--- config.mk ---
export PLATFORM = sky130hd
export DESIGN_NAME = uartrg_regs
export DESIGN_NICKNAME = d
export VERILOG_FILES = /design/src/uartrg_regs.v
export VERILOG_INCLUDE_DIRS = /design/src
export SDC_FILE = /design/constraint.sdc
export NUM_CORES = 1
export LEC_CHECK = 0
export BUFFER_PORTS_ARGS = -buffer_cell sky130_fd_sc_hd__buf_4
export CAP_MARGIN = 20
export CORE_UTILIZATION = 57
export DETAILED_ROUTE_END_ITERATION = 8
export HOLD_SLACK_MARGIN = 0.05
export PLACE_DENSITY = 0.75
export REMOVE_ABC_BUFFERS = 1
export SYNTH_ARGS = -nofsm -noshare
export SYNTH_HDL_FRONTEND = slang
export SYNTH_SLANG_ARGS = --single-unit
--- constraint.sdc ---
create_clock -name CORE_CLK -period 9 [get_ports CORE_CLK]
set_clock_uncertainty 0.05 [all_clocks]
set_input_delay 1.8 -clock CORE_CLK [delete_from_list [all_inputs] [get_ports CORE_CLK]]
set_output_delay 1.8 -clock CORE_CLK [all_outputs]
set_load 0.02 [all_outputs]
--- src/uartrg_map.vh ---
// Register offsets, field positions and reset values of the UART register block
`ifndef UARTRG_MAP_VH
`define UARTRG_MAP_VH
`define UARTRG_OFF_DATA      3'h0
`define UARTRG_OFF_IEN       3'h1
`define UARTRG_OFF_ISTAT     3'h2
`define UARTRG_OFF_LCTRL     3'h3
`define UARTRG_OFF_MCTRL     3'h4
`define UARTRG_OFF_LSTAT     3'h5
`define UARTRG_OFF_MSTAT     3'h6
`define UARTRG_OFF_SCRATCH   3'h7
`define UARTRG_LC_DIVACC     7
`define UARTRG_IE_RXDATA     0
`define UARTRG_IE_TXEMPTY    1
`define UARTRG_IE_RXLINE     2
`define UARTRG_IE_MODEM      3
`define UARTRG_IE_SPECIAL    5
`define UARTRG_FC_ENABLE     0
`define UARTRG_FC_RXRST      1
`define UARTRG_FC_TXRST      2
`define UARTRG_MC_SOFTRST    2
`define UARTRG_MC_INTEN      3
`define UARTRG_MC_PWRDN      7
`define UARTRG_RST_BYTE      8'h00
`define UARTRG_RST_DIV_LOW   8'h01
`define UARTRG_IS_NONE       4'h1
`define UARTRG_IS_LINE       4'h6
`define UARTRG_IS_RXDATA     4'h4
`define UARTRG_IS_TRANSMIT_READY_STATUS      4'h2
`define UARTRG_IS_MODEM      4'h0
`define UARTRG_FIFO_DEPTH    16
`endif

--- src/uartrg_regs.v ---
// UART host register set with receive and transmit FIFO status and interrupt status
`timescale 1ns/1ps
`include "uartrg_map.vh"
module uartrg_regs (
    // Clock and reset
    input  wire       CORE_CLK,
    input  wire       RST_N,
    // Host register port
    input  wire [2:0] ADDR,
    input  wire       RD,
    input  wire       WR,
    input  wire [7:0] WDATA,
    output reg  [7:0] RDATA,
    output wire       INT_OUT,
    // Receive side from shift register
    input  wire       RX_LOAD,
    input  wire [7:0] RX_CHAR,
    input  wire [2:0] RX_ERR,
    // Transmit side to shift register
    input  wire       TX_TAKE,
    input  wire       TX_SHIFT_BUSY,
    output wire       TX_AVAIL,
    output wire [7:0] TX_CHAR,
    // Modem pins and status
    input  wire [7:0] MODEM_STATUS_IN,
    output wire [7:0] LINE_CONTROL,
    output wire [15:0] DIVISOR,
    output wire       SOFT_RESET_OUT,
    output wire       POWER_DOWN,
    output wire [1:0] MODEM_OUTPUTS
);
    // Host-programmed control registers
    reg  [7:0]  ien_q;
    reg  [7:0]  lctrl_q;
    reg  [7:0]  mctrl_q;
    reg  [7:0]  scratch_q;
    reg  [7:0]  dlow_q;
    reg  [7:0]  dhigh_q;
    reg         fen_q;
    reg  [1:0]  rxtrig_q;
    reg  [1:0]  txtrig_q;

    // Receive FIFO: eleven bits per entry, data plus three error tags
    reg  [10:0] rxmem_q [0:15];
    reg  [3:0]  rxrd_q;
    reg  [3:0]  rxwr_q;
    reg  [4:0]  rxcnt_q;
    reg  [15:0] rxbad_q;
    reg         overrun_q;

    // Transmit FIFO storage and pointers
    reg  [7:0]  txmem_q [0:15];
    reg  [3:0]  txrd_q;
    reg  [3:0]  txwr_q;
    reg  [4:0]  txcnt_q;

    // Pending interrupt flags that need an explicit acknowledge
    reg         lsint_q;
    reg         msint_q;
    reg         txint_q;

    // Mode decode
    wire        divacc = lctrl_q[`UARTRG_LC_DIVACC];
    wire        special = ien_q[`UARTRG_IE_SPECIAL];

    // Access strobes; the data offset is hidden while the divisor window is open
    wire        wr_data = WR && ADDR == `UARTRG_OFF_DATA && !divacc;
    wire        rd_data = RD && ADDR == `UARTRG_OFF_DATA && !divacc;
    wire        wr_fc = WR && ADDR == `UARTRG_OFF_ISTAT;

    // FIFO resets only act when the enable bit is written as one in the same access
    wire        fc_rxrst = wr_fc && WDATA[`UARTRG_FC_ENABLE] && WDATA[`UARTRG_FC_RXRST];
    wire        fc_txrst = wr_fc && WDATA[`UARTRG_FC_ENABLE] && WDATA[`UARTRG_FC_TXRST];

    // Single-character mode is a FIFO of depth one, so both modes share one datapath
    wire [4:0]  depth = fen_q ? 5'h10 : 5'h01;
    // A push into a full FIFO is dropped and never overwrites stored data
    wire        rx_push = RX_LOAD && rxcnt_q < depth;
    wire        rx_pop = rd_data && rxcnt_q != 5'h00;
    wire        tx_push = wr_data && txcnt_q < depth;
    wire        tx_pop = TX_TAKE && txcnt_q != 5'h00;

    // Decoded trigger levels
    reg  [4:0]  rx_lvl;
    reg  [4:0]  tx_lvl;
    // Trigger level decode of 1, 4, 8, 14
    always @* begin
        case (rxtrig_q)
            2'h0: rx_lvl = 5'h01;
            2'h1: rx_lvl = 5'h04;
            2'h2: rx_lvl = 5'h08;
            default: rx_lvl = 5'h0E;
        endcase
        // Transmit level is pinned to one outside special mode
        case (special ? txtrig_q : 2'h0)
            2'h0: tx_lvl = 5'h01;
            2'h1: tx_lvl = 5'h04;
            2'h2: tx_lvl = 5'h08;
            default: tx_lvl = 5'h0E;
        endcase
    end

    // Receive status seen by the host
    wire        rx_ready = rxcnt_q != 5'h00;
    // In single-character mode the trigger is simply holding a character
    wire        rx_trig = fen_q ? rxcnt_q >= rx_lvl : rx_ready;
    wire [10:0] head = rxmem_q[rxrd_q];
    // Tags are masked while empty so a stale entry never reports an error
    wire [2:0]  head_err = rx_ready ? head[10:8] : 3'h0;

    // Transmit status; the all-empty flag also waits for the shift register
    wire        tx_empty = txcnt_q == 5'h00;
    wire        tx_below = txcnt_q < tx_lvl;
    wire        tx_all_empty = tx_empty && !TX_SHIFT_BUSY;

    // Line status word; the global error looks at every stored entry, not just the head
    wire        any_bad = |rxbad_q;
    wire [7:0]  lstat = {any_bad,
                         tx_all_empty,
                         tx_empty,
                         head_err,
                         overrun_q,
                         rx_ready};

    // Individually gated interrupt sources
    wire        src_line = ien_q[`UARTRG_IE_RXLINE] && (overrun_q || lsint_q);
    wire        src_rx = ien_q[`UARTRG_IE_RXDATA] && rx_trig;
    wire        src_tx = ien_q[`UARTRG_IE_TXEMPTY] && txint_q;
    wire        src_ms = ien_q[`UARTRG_IE_MODEM] && msint_q;
    reg  [3:0]  isrc;
    // Highest pending source wins; all enables clear leaves polled mode
    // Order is line status, receive data, transmit ready, modem status
    always @* begin
        if (src_line) isrc = `UARTRG_IS_LINE;
        else if (src_rx) isrc = `UARTRG_IS_RXDATA;
        else if (src_tx) isrc = `UARTRG_IS_TRANSMIT_READY_STATUS;
        else if (src_ms) isrc = `UARTRG_IS_MODEM;
        else isrc = `UARTRG_IS_NONE;
    end
    // The modem control enable bit lets the host mask the pin as a whole
    assign INT_OUT = !isrc[0] && mctrl_q[`UARTRG_MC_INTEN];
    // Ready-status bits read as zero outside special mode
    wire [7:0]  istat = {fen_q,
                         fen_q,
                         special && !rx_ready,
                         special && !tx_below,
                         isrc};

    // Read mux; divisor overlays offsets zero and one
    always @* begin
        case (ADDR)
            `UARTRG_OFF_DATA:    RDATA = divacc ? dlow_q : head[7:0];
            `UARTRG_OFF_IEN:     RDATA = divacc ? dhigh_q : ien_q;
            `UARTRG_OFF_ISTAT:   RDATA = istat;
            `UARTRG_OFF_LCTRL:   RDATA = lctrl_q;
            `UARTRG_OFF_MCTRL:   RDATA = mctrl_q;
            `UARTRG_OFF_LSTAT:   RDATA = lstat;
            `UARTRG_OFF_MSTAT:   RDATA = MODEM_STATUS_IN;
            default:             RDATA = scratch_q;
        endcase
    end

    // Control registers written by the host
    always @(posedge CORE_CLK or negedge RST_N) begin
        if (!RST_N) begin
            ien_q     <= `UARTRG_RST_BYTE;
            lctrl_q   <= `UARTRG_RST_BYTE;
            mctrl_q   <= `UARTRG_RST_BYTE;
            scratch_q <= `UARTRG_RST_BYTE;
            // Divisor low resets to one so the baud generator does not divide by zero out of reset
            dlow_q    <= `UARTRG_RST_DIV_LOW;
            dhigh_q   <= `UARTRG_RST_BYTE;
            fen_q     <= 1'b0;
            rxtrig_q  <= 2'h0;
            txtrig_q  <= 2'h0;
        end else if (WR) begin
            // Reserved enable and modem control bits are stored as zero
            case (ADDR)
                `UARTRG_OFF_DATA:  if (divacc) dlow_q <= WDATA;
                `UARTRG_OFF_IEN:   if (divacc) dhigh_q <= WDATA;
                                   else ien_q <= {2'h0, WDATA[5], 1'b0, WDATA[3:0]};
                `UARTRG_OFF_ISTAT: begin
                    fen_q <= WDATA[`UARTRG_FC_ENABLE];
                    // Other fields only program while enable is written as one
                    if (WDATA[`UARTRG_FC_ENABLE]) begin
                        rxtrig_q <= WDATA[7:6];
                        txtrig_q <= WDATA[5:4];
                    end
                end
                `UARTRG_OFF_LCTRL: lctrl_q <= WDATA;
                `UARTRG_OFF_MCTRL: mctrl_q <= {WDATA[7], 2'h0, WDATA[4:0]};
                `UARTRG_OFF_SCRATCH: scratch_q <= WDATA;
                default: ;
            endcase
        end
    end

    // Receive FIFO, 11 bits wide with error tags
    always @(posedge CORE_CLK or negedge RST_N) begin
        if (!RST_N) begin
            rxrd_q <= 4'h0;
            rxwr_q <= 4'h0;
            rxcnt_q <= 5'h00;
            overrun_q <= 1'b0;
            lsint_q <= 1'b0;
        end else begin
            // FIFO reset empties pointers and level; the shift register is not touched
            if (fc_rxrst) begin
                rxrd_q <= 4'h0;
                rxwr_q <= 4'h0;
                rxcnt_q <= 5'h00;
            end else begin
                // Push and pop may coincide; the level moves by their difference
                if (rx_push) rxwr_q <= fen_q ? rxwr_q + 4'h1 : rxwr_q;
                if (rx_pop) rxrd_q <= fen_q ? rxrd_q + 4'h1 : rxrd_q;
                rxcnt_q <= rxcnt_q + {4'h0, rx_push} - {4'h0, rx_pop};
            end
            // Overrun sets on a full load and clears on a status read; set wins
            if (RX_LOAD && !rx_push) overrun_q <= 1'b1;
            else if (RD && ADDR == `UARTRG_OFF_LSTAT) overrun_q <= 1'b0;
            // Error tags raise the line interrupt; a status read acknowledges it
            if (rx_push && |RX_ERR) lsint_q <= 1'b1;
            else if (RD && ADDR == `UARTRG_OFF_LSTAT) lsint_q <= 1'b0;
        end
    end

    // Storage and per-entry error flags
    // Each entry is written only in its own generate block, so every flop has one driver
    genvar gi;
    generate
        for (gi = 0; gi < `UARTRG_FIFO_DEPTH; gi = gi + 1) begin : g_ent
            always @(posedge CORE_CLK or negedge RST_N) begin
                if (!RST_N) begin
                    rxmem_q[gi] <= 11'h000;
                    txmem_q[gi] <= 8'h00;
                    rxbad_q[gi] <= 1'b0;
                end else begin
                    if (rx_push && rxwr_q == gi) rxmem_q[gi] <= {RX_ERR, RX_CHAR};
                    // A FIFO reset discards every entry, one pushed in the same cycle too
                    // Otherwise an error tag lives exactly as long as its byte
                    if (fc_rxrst) rxbad_q[gi] <= 1'b0;
                    else if (rx_push && rxwr_q == gi) rxbad_q[gi] <= |RX_ERR;
                    else if (rx_pop && rxrd_q == gi) rxbad_q[gi] <= 1'b0;
                    if (tx_push && txwr_q == gi) txmem_q[gi] <= WDATA;
                end
            end
        end
    endgenerate

    // Transmit FIFO and its ready interrupt
    always @(posedge CORE_CLK or negedge RST_N) begin
        if (!RST_N) begin
            txrd_q <= 4'h0;
            txwr_q <= 4'h0;
            txcnt_q <= 5'h00;
            txint_q <= 1'b0;
            msint_q <= 1'b0;
        end else begin
            // FIFO reset empties pointers and level; the shift register is not touched
            if (fc_txrst) begin
                txrd_q <= 4'h0;
                txwr_q <= 4'h0;
                txcnt_q <= 5'h00;
            end else begin
                // Pointers only advance in FIFO mode; single-character mode keeps reusing the entry the pointer holds
                if (tx_push) txwr_q <= fen_q ? txwr_q + 4'h1 : txwr_q;
                if (tx_pop) txrd_q <= fen_q ? txrd_q + 4'h1 : txrd_q;
                txcnt_q <= txcnt_q + {4'h0, tx_push} - {4'h0, tx_pop};
            end
            // Loading data clears the ready interrupt; dropping below the level sets it
            if (tx_push) txint_q <= 1'b0;
            else if (tx_below) txint_q <= 1'b1;
            else if (RD && ADDR == `UARTRG_OFF_ISTAT && !ien_q[`UARTRG_IE_TXEMPTY]) txint_q <= 1'b0;
            // Any delta bit raises modem interrupt; reading status clears it
            if (|MODEM_STATUS_IN[3:0]) msint_q <= 1'b1;
            else if (RD && ADDR == `UARTRG_OFF_MSTAT) msint_q <= 1'b0;
        end
    end

    // Outputs to the serial side and modem pins
    // Head of the transmit FIFO, straight from storage flops
    assign TX_AVAIL = !tx_empty;
    assign TX_CHAR = txmem_q[txrd_q];
    // Framing and baud settings pass straight to the serial side
    assign LINE_CONTROL = lctrl_q;
    assign DIVISOR = {dhigh_q, dlow_q};
    // Special functions stay inert outside special mode, so older drivers cannot trip them
    assign SOFT_RESET_OUT = special && mctrl_q[`UARTRG_MC_SOFTRST];
    assign POWER_DOWN = special && mctrl_q[`UARTRG_MC_PWRDN];
    assign MODEM_OUTPUTS = mctrl_q[1:0];
endmodule // uartrg_regs

# Yosys cells after proc, flatten, opt, wreduce, memory -nomap -nowiden
# Cells that the tools add are included.
# classes
add_sub_neg	8
order_cmp	6
n_eq_ne	56
mux	89
bitwise_logic	3
reduce_logical	135
# ops
op	n
4-bit equality test (second input constant)	24
1-bit logical AND	76
4-bit two-way mux	15
1-bit two-way mux	58
8-bit one-hot mux with 7 select lines	1
3-bit nonzero test	17
4-bit by 3-bit equality test with 1-bit output (second input constant)	12
11-bit binary-select mux with 4-bit select	1
8-bit binary-select mux with 4-bit select	1
8-bit two-way mux	4
4-bit by 2-bit equality test with 1-bit output (second input constant)	6
4-bit one-hot mux with 3 select lines	2
11-bit two-way mux	2
2-bit nonzero test	9
4-bit by 1-bit adder with 4-bit output (second input constant)	4
2-bit AND reduction	8
16-bit OR reduction	1
5-bit < comparator	3
5-bit two-way mux	3
3-bit equality test (second input constant)	4
4-bit by 1-bit equality test with 1-bit output (second input constant)	3
4-bit zero test	3
3-bit AND reduction	4
5-bit by 1-bit adder with 5-bit output	2
other kinds (19)	34
# word_totals
ff_bits	398
in_bits	37
out_inout_bits	46
word_cells	364

# Depth between registers and ports, before layout
# Gate-level depths: netlist of run 1.
# logic_depth
word_depth	9
mapped_depth	17

# Least setup slack after synthesis of run 1
# OpenSTA, ideal clock, no wires.
# synth_path
path_kind	input to output
from	input ADDR[0]
to	output RDATA[2]
arrival_ns	3.478
path_slack_ns	3.672
path_stages	7
path_buffers	2
path_cell_list	buf_2 -> buf_1 -> nor4bb_1 -> nand4_1 -> o2111ai_1 -> a41oi_1 -> a31oi_1
# synth_between
elab_chain_cells	2
# synth_lines
element	line	text
start, declared	uartrg_regs.v:9	input wire [2:0] ADDR,
3-bit equality test (tied with other cells)	uartrg_regs.v:151	case (ADDR)
8-bit one-hot mux with 7 select lines *	uartrg_regs.v:151	
end, declared	uartrg_regs.v:13	output reg [7:0] RDATA,
# Mark *: on every way between the ends. The rest lies on a longest branch, timed or not.

# Worst setup path in the final report of run 1
# layout_path
from	input ADDR[2]
to	output RDATA[2]
# Same word-level chain as after synthesis.

==> impl_results.md, run 1 <==
* Outcome: finished clean
* Cells after DPL at 1,848
* Longest Clk Path Bufs at 3
* Cts bufs inserted at between 40 and 50
* Synth top area share at 50.9%
* First-pass GRT wire length at 75,000 um
* Finished layout cell area at roughly 22,000 um^2
* Detailed-route wire length at between 40,000 and 50,000 um
* I/O pins at 83
* Met1 Usage GRT at 37.8%
* P per Cell Area at 273 nW/um^2
* Seq pwr share at 41.1%
* Setup tns final at 0 ns
* Clk network pwr share at 28.3%
* Clock insertion delay at the later pin of the skew report at 0.55 ns
* Setup-failing EPs final at 0
* Count leader, synth: dfrtp_1
* Post-synth EDFFs at 0
* DR WL/cell at 24.5 um
* Worst Hold Class: reg2reg
* CTS resizes at 0
* Leak at 0.0102 uW
* Number of global-route vias before repair at 12,600
* DP Area at 20,500 um^2
* Rel. slew slack at 17.6%
* RSZ-0062 raised after global routing: no
* Hold buffer count at cts at 0
* Final core utilization at 65.0%
* Ant. Diodes at 0
* Die span in y at ~190 um
* P_int at approximately 4000 uW
* Crit-path max FO at 23
* CP required at 7.15 ns
* Crit path capture type: primary output
* CP Launch Type: primary input
* Met2 Usage GRT at 44.8%
* Switching part of the total at 32.8%
* Number of buffers added on ports at 82
* Fmax at 0.182 GHz
* Average size of a mapped cell at 13.9 um^2
* GRT overflow at 0
* Initial Util at 58.0%
* H-tree Lvls at 2
* Layout Nets at 1,524
* Synth unique cells at 77
* DR iter-0 viols at between 800 and 900
* CTS tree: yes
* Setup CP Type: in2out
* Max_cap viols at 0
* Biggest area consumer among synthesized cells: dfrtp_1
* Seq cells post-synth at 398
* DR vias/cell at 6.37
* Share of async-settable or async-resettable flops after synthesis at 100%
* Arrival time worst endpoint at ~3.7 ns
* Post-Syn Instances at between 1,000 and 1,500
* Global placement routability congestion at 0.937
* First-pass DRT Iterations at 6
* VDD IR max at 0.241 mV
* Core footprint at 33,600 um^2
* Root Buffer: clkbuf_16
* Dpl hpwl at about 31,000 um
* Worst-Margin Slew at 1.21 ns
* Vias at 12,200
* Ys Warns at 0
* Final ANT Viol Nets at 0
* Die area at 35,000 um^2
* Post-Synthesis Cell Area at 19,500 um^2
* Fraction of layout cells with a size suffix above 1 at a little over two fifths
* Num rows at 67
* Reg area at roughly 10000 um^2
* Setup Fix Bufs, Post-CTS at 0
* NetSw at 1960 uW
* Top cells by count, synth: dfrtp_1 (397), mux2_2 (341), mux4_2 (86)
* Minimum clock period at 5.50 ns
* FILL cells at between 2,000 and 2,500
* Endpoints failing hold at 0
* Sequential area share after synthesis at 51.0%
* Power consumption at 5960 uW
* Largest net degree at the start of global routing at 168
* Commonest register cell after synthesis: dfrtp_1
* GRT Max-Usage Layer: met2
* Comb power frac at between 30% and 40%
* Area Growth Syn to Fin at 11.9%
* Multi-input logic area at 9040 um^2
* DRC Markers at 0
* Clock sink total at a little under 400
* Synth area leaders: dfrtp_1 (51%), mux2_2 (20%), mux4_2 (9.9%)
* Die width at 187 um
* Initial antenna violation count at 1
* Max Slew Vio Count at 0
* Final period util at 61.1%
* CTS clock-pin slew for the worst setup and hold paths at approximately 0.060 ns
* Gr usage total at 27.8%
* Non-filler instance count after layout at 1,920
* Met3 Track Usage GR at 5.42%
[registers in the layout, indices dropped and copies added, names as in the netlist, 2 cells and up]
register,flops
LINE_CONTROL,8
txwr_q,4
rxwr_q,4
txtrig_q,2
dlow_q,8
mctrl_q,6
txcnt_q,5
rxcnt_q,5
rxmem_q,176
txmem_q,128
rxrd_q,4
rxbad_q,16
rxtrig_q,2
ien_q,5
scratch_q,8
dhigh_q,8
txrd_q,4
[cells in the final DEF (no fill, tap or decap), types with 16 or more instances in the layout]
cell type,count
dfrtp_1,394
mux2_2,341
buf_4,97
mux4_2,86
nand2_1,52
nor2_1,49
clkbuf_16,43
ha_1,38
a21oi_1,34
o21ai_0,32
inv_1,31
nand3_1,26
nand4_1,16
[per-stage QoR]
step	setup WS, ns	hold WS (ns)
after CTS	3.52	0.439
after detailed placement	3.51	0.427
final	3.50	0.437
after global placement	3.57	0.415
after floorplan	4.00	0.394
after global routing	3.39	0.459
[power by group through the flow]
stage | logic (uW) | clock network (uW) | registers (uW)
after CTS | 1820 | 1720 | 2450
after floorplan | 1130 | 0 | 2500
after global routing | 1970 | 1790 | 2500
after global placement | 1770 | 0 | 2450
final | 1820 | 1690 | 2450
after detailed placement | 1810 | 0 | 2470
[cell type report]
cell class / count / share of cell area [%]
Inverter: 34 / 0.584
Sequential cell: 398 / 45.6
Clock inverter: 12 / 0.596
Timing Repair Buffer: 103 / 3.75
Tap cell: 448 / 2.57
Clock buffer: 58 / 5.46
Multi-Input combinational cell: 867 / 41.4
[per-layer routing]
metal | wire (um) | share of wire [%]
met5 | 17 | 0.036
met4 | 1550 | 3.3
met3 | 3010 | 6.4
met2 | 22900 | 49
met1 | 19600 | 42
[worst max-delay path, cell delays in order]
cell and delay [ns]:
buf_4 0.22, nor4bb_1 0.75, nand4_1 0.18, o2111ai_1 0.13
a41oi_1 0.07, a31oi_1 0.29, buf_4 0.19
[cell families (layout without fill, tap and decap cells)]
| group | Yosys count | count (layout) | synth area share [%] |
|---|---|---|---|
| buffers and inverters | 139 | 207 | 2.96 |
| AND/OR/NAND/NOR | 235 | 235 | 7.52 |
| adder cells (fa/ha/maj) | 40 | 40 | 2.64 |
| flip-flops | 398 | 398 | 51.0 |
| XOR/XNOR | 16 | 16 | 0.718 |
| multiplexers | 445 | 445 | 30.6 |
| AO/OA/AOI/OAI | 131 | 131 | 4.55 |
[final timing paths]
check | slack, ns | start | cells past startpoint | end
setup / recovery | 3.50 | ADDR[2] | 7 | RDATA[2]
hold / removal | 0.44 | txmem_q[70]$_DFFE_PN0P_ | 1 | txmem_q[70]$_DFFE_PN0P_
setup reg to reg | 4.89 | LINE_CONTROL[7]$_DFFE_PN0P_ | 13 | txcnt_q[4]$_DFF_PN0_
hold reg to reg | 0.44 | txmem_q[70]$_DFFE_PN0P_ | 1 | txmem_q[70]$_DFFE_PN0P_
max in group asynchronous | 6.25 | RST_N | 2 | rxrd_q[1]$_DFFE_PN0P_
min in group asynchronous | 1.19 | RST_N | 1 | mctrl_q[1]$_DFFE_PN0P_
Note: power is estimated with default switching activity, not from simulation.
==> run 2, diff against run 1 <==
--- a/config.mk
+++ b/config.mk
@@ -8,10 +8,10 @@
 export LEC_CHECK = 0
 export BUFFER_PORTS_ARGS = -buffer_cell sky130_fd_sc_hd__buf_4
 export CAP_MARGIN = 20
-export CORE_UTILIZATION = 57
+export CORE_UTILIZATION = 56
 export DETAILED_ROUTE_END_ITERATION = 8
 export HOLD_SLACK_MARGIN = 0.05
-export PLACE_DENSITY = 0.75
+export PLACE_DENSITY = 0.76
 export REMOVE_ABC_BUFFERS = 1
 export SYNTH_ARGS = -nofsm -noshare
 export SYNTH_HDL_FRONTEND = slang
==> constraint.sdc (replaced) <==
create_clock -name CORE_CLK -period 4.6 [get_ports CORE_CLK]
set_clock_uncertainty 0.05 [all_clocks]
set_input_delay 0.92 -clock CORE_CLK [delete_from_list [all_inputs] [get_ports CORE_CLK]]
set_output_delay 0.92 -clock CORE_CLK [all_outputs]
set_load 0.02 [all_outputs]
==> impl_results.md, run 2 (synthesis results as in run 1) <==
* CTS tree: yes
* DR WL/cell at 24.2 um
* Leak at 0.0103 uW
* Die span in y at 189 um
* DR vias/cell at 6.34
* First-pass GRT wire length at between 70,000 and 80,000 um
* Area Growth Syn to Fin at 13.1%
* Crit path capture type: primary output
* CP Launch Type: register
* Setup tns final at 0 ns
* CTS clock-pin slew for the worst setup and hold paths at 0.06 ns
* Die area at 35,600 um^2
* Global placement routability congestion at 0.949
* GRT Max-Usage Layer: met2
* Longest Clk Path Bufs at 3
* Biggest register: rxmem_q
* Setup CP Type: reg2out
* Comb power frac at 29.9%
* Seq pwr share at 41.1%
* CTS resizes at 0
* Met3 Track Usage GR at 4.43%
* Cells after DPL at 1,864
* Ant. Diodes at 0
* Number of global-route vias before repair at 12,700
* Commonest cells after routing, fill and taps aside: dfrtp_1 (394), mux2_2 (341), buf_4 (109), mux4_2 (86), nand2_1 (52)
* Final period util at between 80% and 90%
* First-pass DRT Iterations at 5
* Outcome: finished clean
* DRC Markers at 0
* Finished layout cell area at 22,100 um^2
* I/O pins at 83
* H-tree Lvls at 2
* Cts bufs inserted at 42
* Die width at roughly 190 um
* Endpoints failing hold at 0
* Dpl hpwl at 31,000 um
* Clock insertion delay at the later pin of the skew report at 0.54 ns
* Setup WS post-layout at approximately 0.46 ns
* Num rows at 67
* P_int at 8020 uW
* Met2 Usage GRT at 43.6%
* Clock sink total at between 300 and 400
* Layout Nets at 1,537
* Worst-Margin Slew at roughly 1 ns
* Non-filler instance count after layout at between 1,500 and 2,000
* Commonest non-fill, non-tap cell in the layout: dfrtp_1
* Initial antenna violation count at 0
* Gr usage total at 27.2%
* Minimum clock period at 4.14 ns
* NetSw at 3790 uW
* DR iter-0 viols at ~1,000
* Number of buffers added on ports at roughly 80
* Vias at around 12,000
* Initial Util at between 50% and 60%
* Detailed-route wire length at around 47,000 um
* Final ANT Viol Nets at 0
* Max Slew Vio Count at 0
* Fraction of layout cells with a size suffix above 1 at 43.1%
* Setup Fix Bufs, Post-CTS at 0
* Fmax at 0.242 GHz
* Root Buffer: clkbuf_16
* Met1 Usage GRT at 38.5%
* Max FFs per register at around 180
* Rel. slew slack at a little under a third
* Hold buffer count at cts at 0
* Worst Hold Class: in2async
* Arrival time worst endpoint at 3.17 ns
* Largest net degree at the start of global routing at 115
* Clk network pwr share at 29.0%
* Max_cap viols at 0
* Setup slack at placement at ~0.73 ns
* Switching part of the total at between 30% and 40%
* Crit-path max FO at 20
* DP Area at 20,700 um^2
* GRT overflow at 0
* P per Cell Area at 535 nW/um^2
* Core footprint at ~34,000 um^2
* Hold WS at 0.419 ns
* RSZ-0062 raised after global routing: no
* Setup-failing EPs final at 0
* Largest registers: rxmem_q (176), txmem_q (128), rxbad_q (16)
* VDD IR max at 0.423 mV
* CP required at 3.63 ns
-- run 2: cell types whose count changed in the layout (fill, tap and decap cells not counted) --
| cell | previous run | this run |
|---|---|---|
| buf_6 | 1 | 0 |
| clkbuf_8 | 6 | 14 |
| clkbuf_1 | 9 | 11 |
| clkinvlp_4 | 2 | 1 |
| buf_12 | 1 | 7 |
| buf_8 | 4 | 1 |
| buf_4 | 97 | 109 |
| inv_6 | 4 | 1 |
-- run 2: power by group through the flow --
| stage | clock network [uW] | logic [uW] | registers (uW) |
|---|---|---|---|
| after detailed placement | 0 | 3510 | 4890 |
| after global routing | 3600 | 3810 | 4950 |
| after floorplan | 0 | 2200 | 4890 |
| after CTS | 3480 | 3540 | 4840 |
| final | 3420 | 3540 | 4860 |
| after global placement | 0 | 3420 | 4860 |
-- run 2: metal layers --
metal,up-vias,part of all wire [%]
met5,-,0
met4,0,2.8
met3,98,6.1
met2,411,47
met1,6439,44
li1,5343,-
-- run 2: worst max-delay path, cell delays in order, from the launching register on --
cell and delay (ns):
dfrtp_2 0.78, buf_12 0.27, mux4_2 0.53, mux4_2 0.54
o211ai_1 0.15, o211ai_1 0.15, buf_4 0.18
-- run 2: layout make-up --
class                   count  area [um^2]
repair buffers            117          973
flip-flops and latches    398         9960
well taps                 448          561
fillers                  2456        11800
clock buffers              68         1310
multi-input cells         867         9040
clock inverters             8         96.3
inverters                  34          128
-- run 2: through the flow --
stage                     power [uW]  util (%)
final                          11800      65.2
after global routing           12400      65.2
after CTS                      11900      65.2
after detailed placement        8400      61.0
after global placement          8270      61.0
after floorplan                 7100         -
-- run 2: path summary, 6_finish.rpt --
path / startpoint / slack, ns / end / cells past startpoint
worst max-delay path: rxrd_q[0]$_DFFE_PN0P_ / 0.46 / RDATA[7] / 6
worst min-delay path: RST_N / 0.42 / rxtrig_q[1]$_DFFE_PN0P_ / 1
worst max register to register: rxcnt_q[2]$_DFF_PN0_ / 0.95 / rxcnt_q[4]$_DFF_PN0_ / 13
worst min register to register: msint_q$_DFFE_PN0P_ / 0.43 / msint_q$_DFFE_PN0P_ / 2
max in group asynchronous: RST_N / 3.14 / rxmem_q[143]$_DFFE_PN0P_ / 2
min in group CORE_CLK: msint_q$_DFFE_PN0P_ / 0.43 / msint_q$_DFFE_PN0P_ / 2
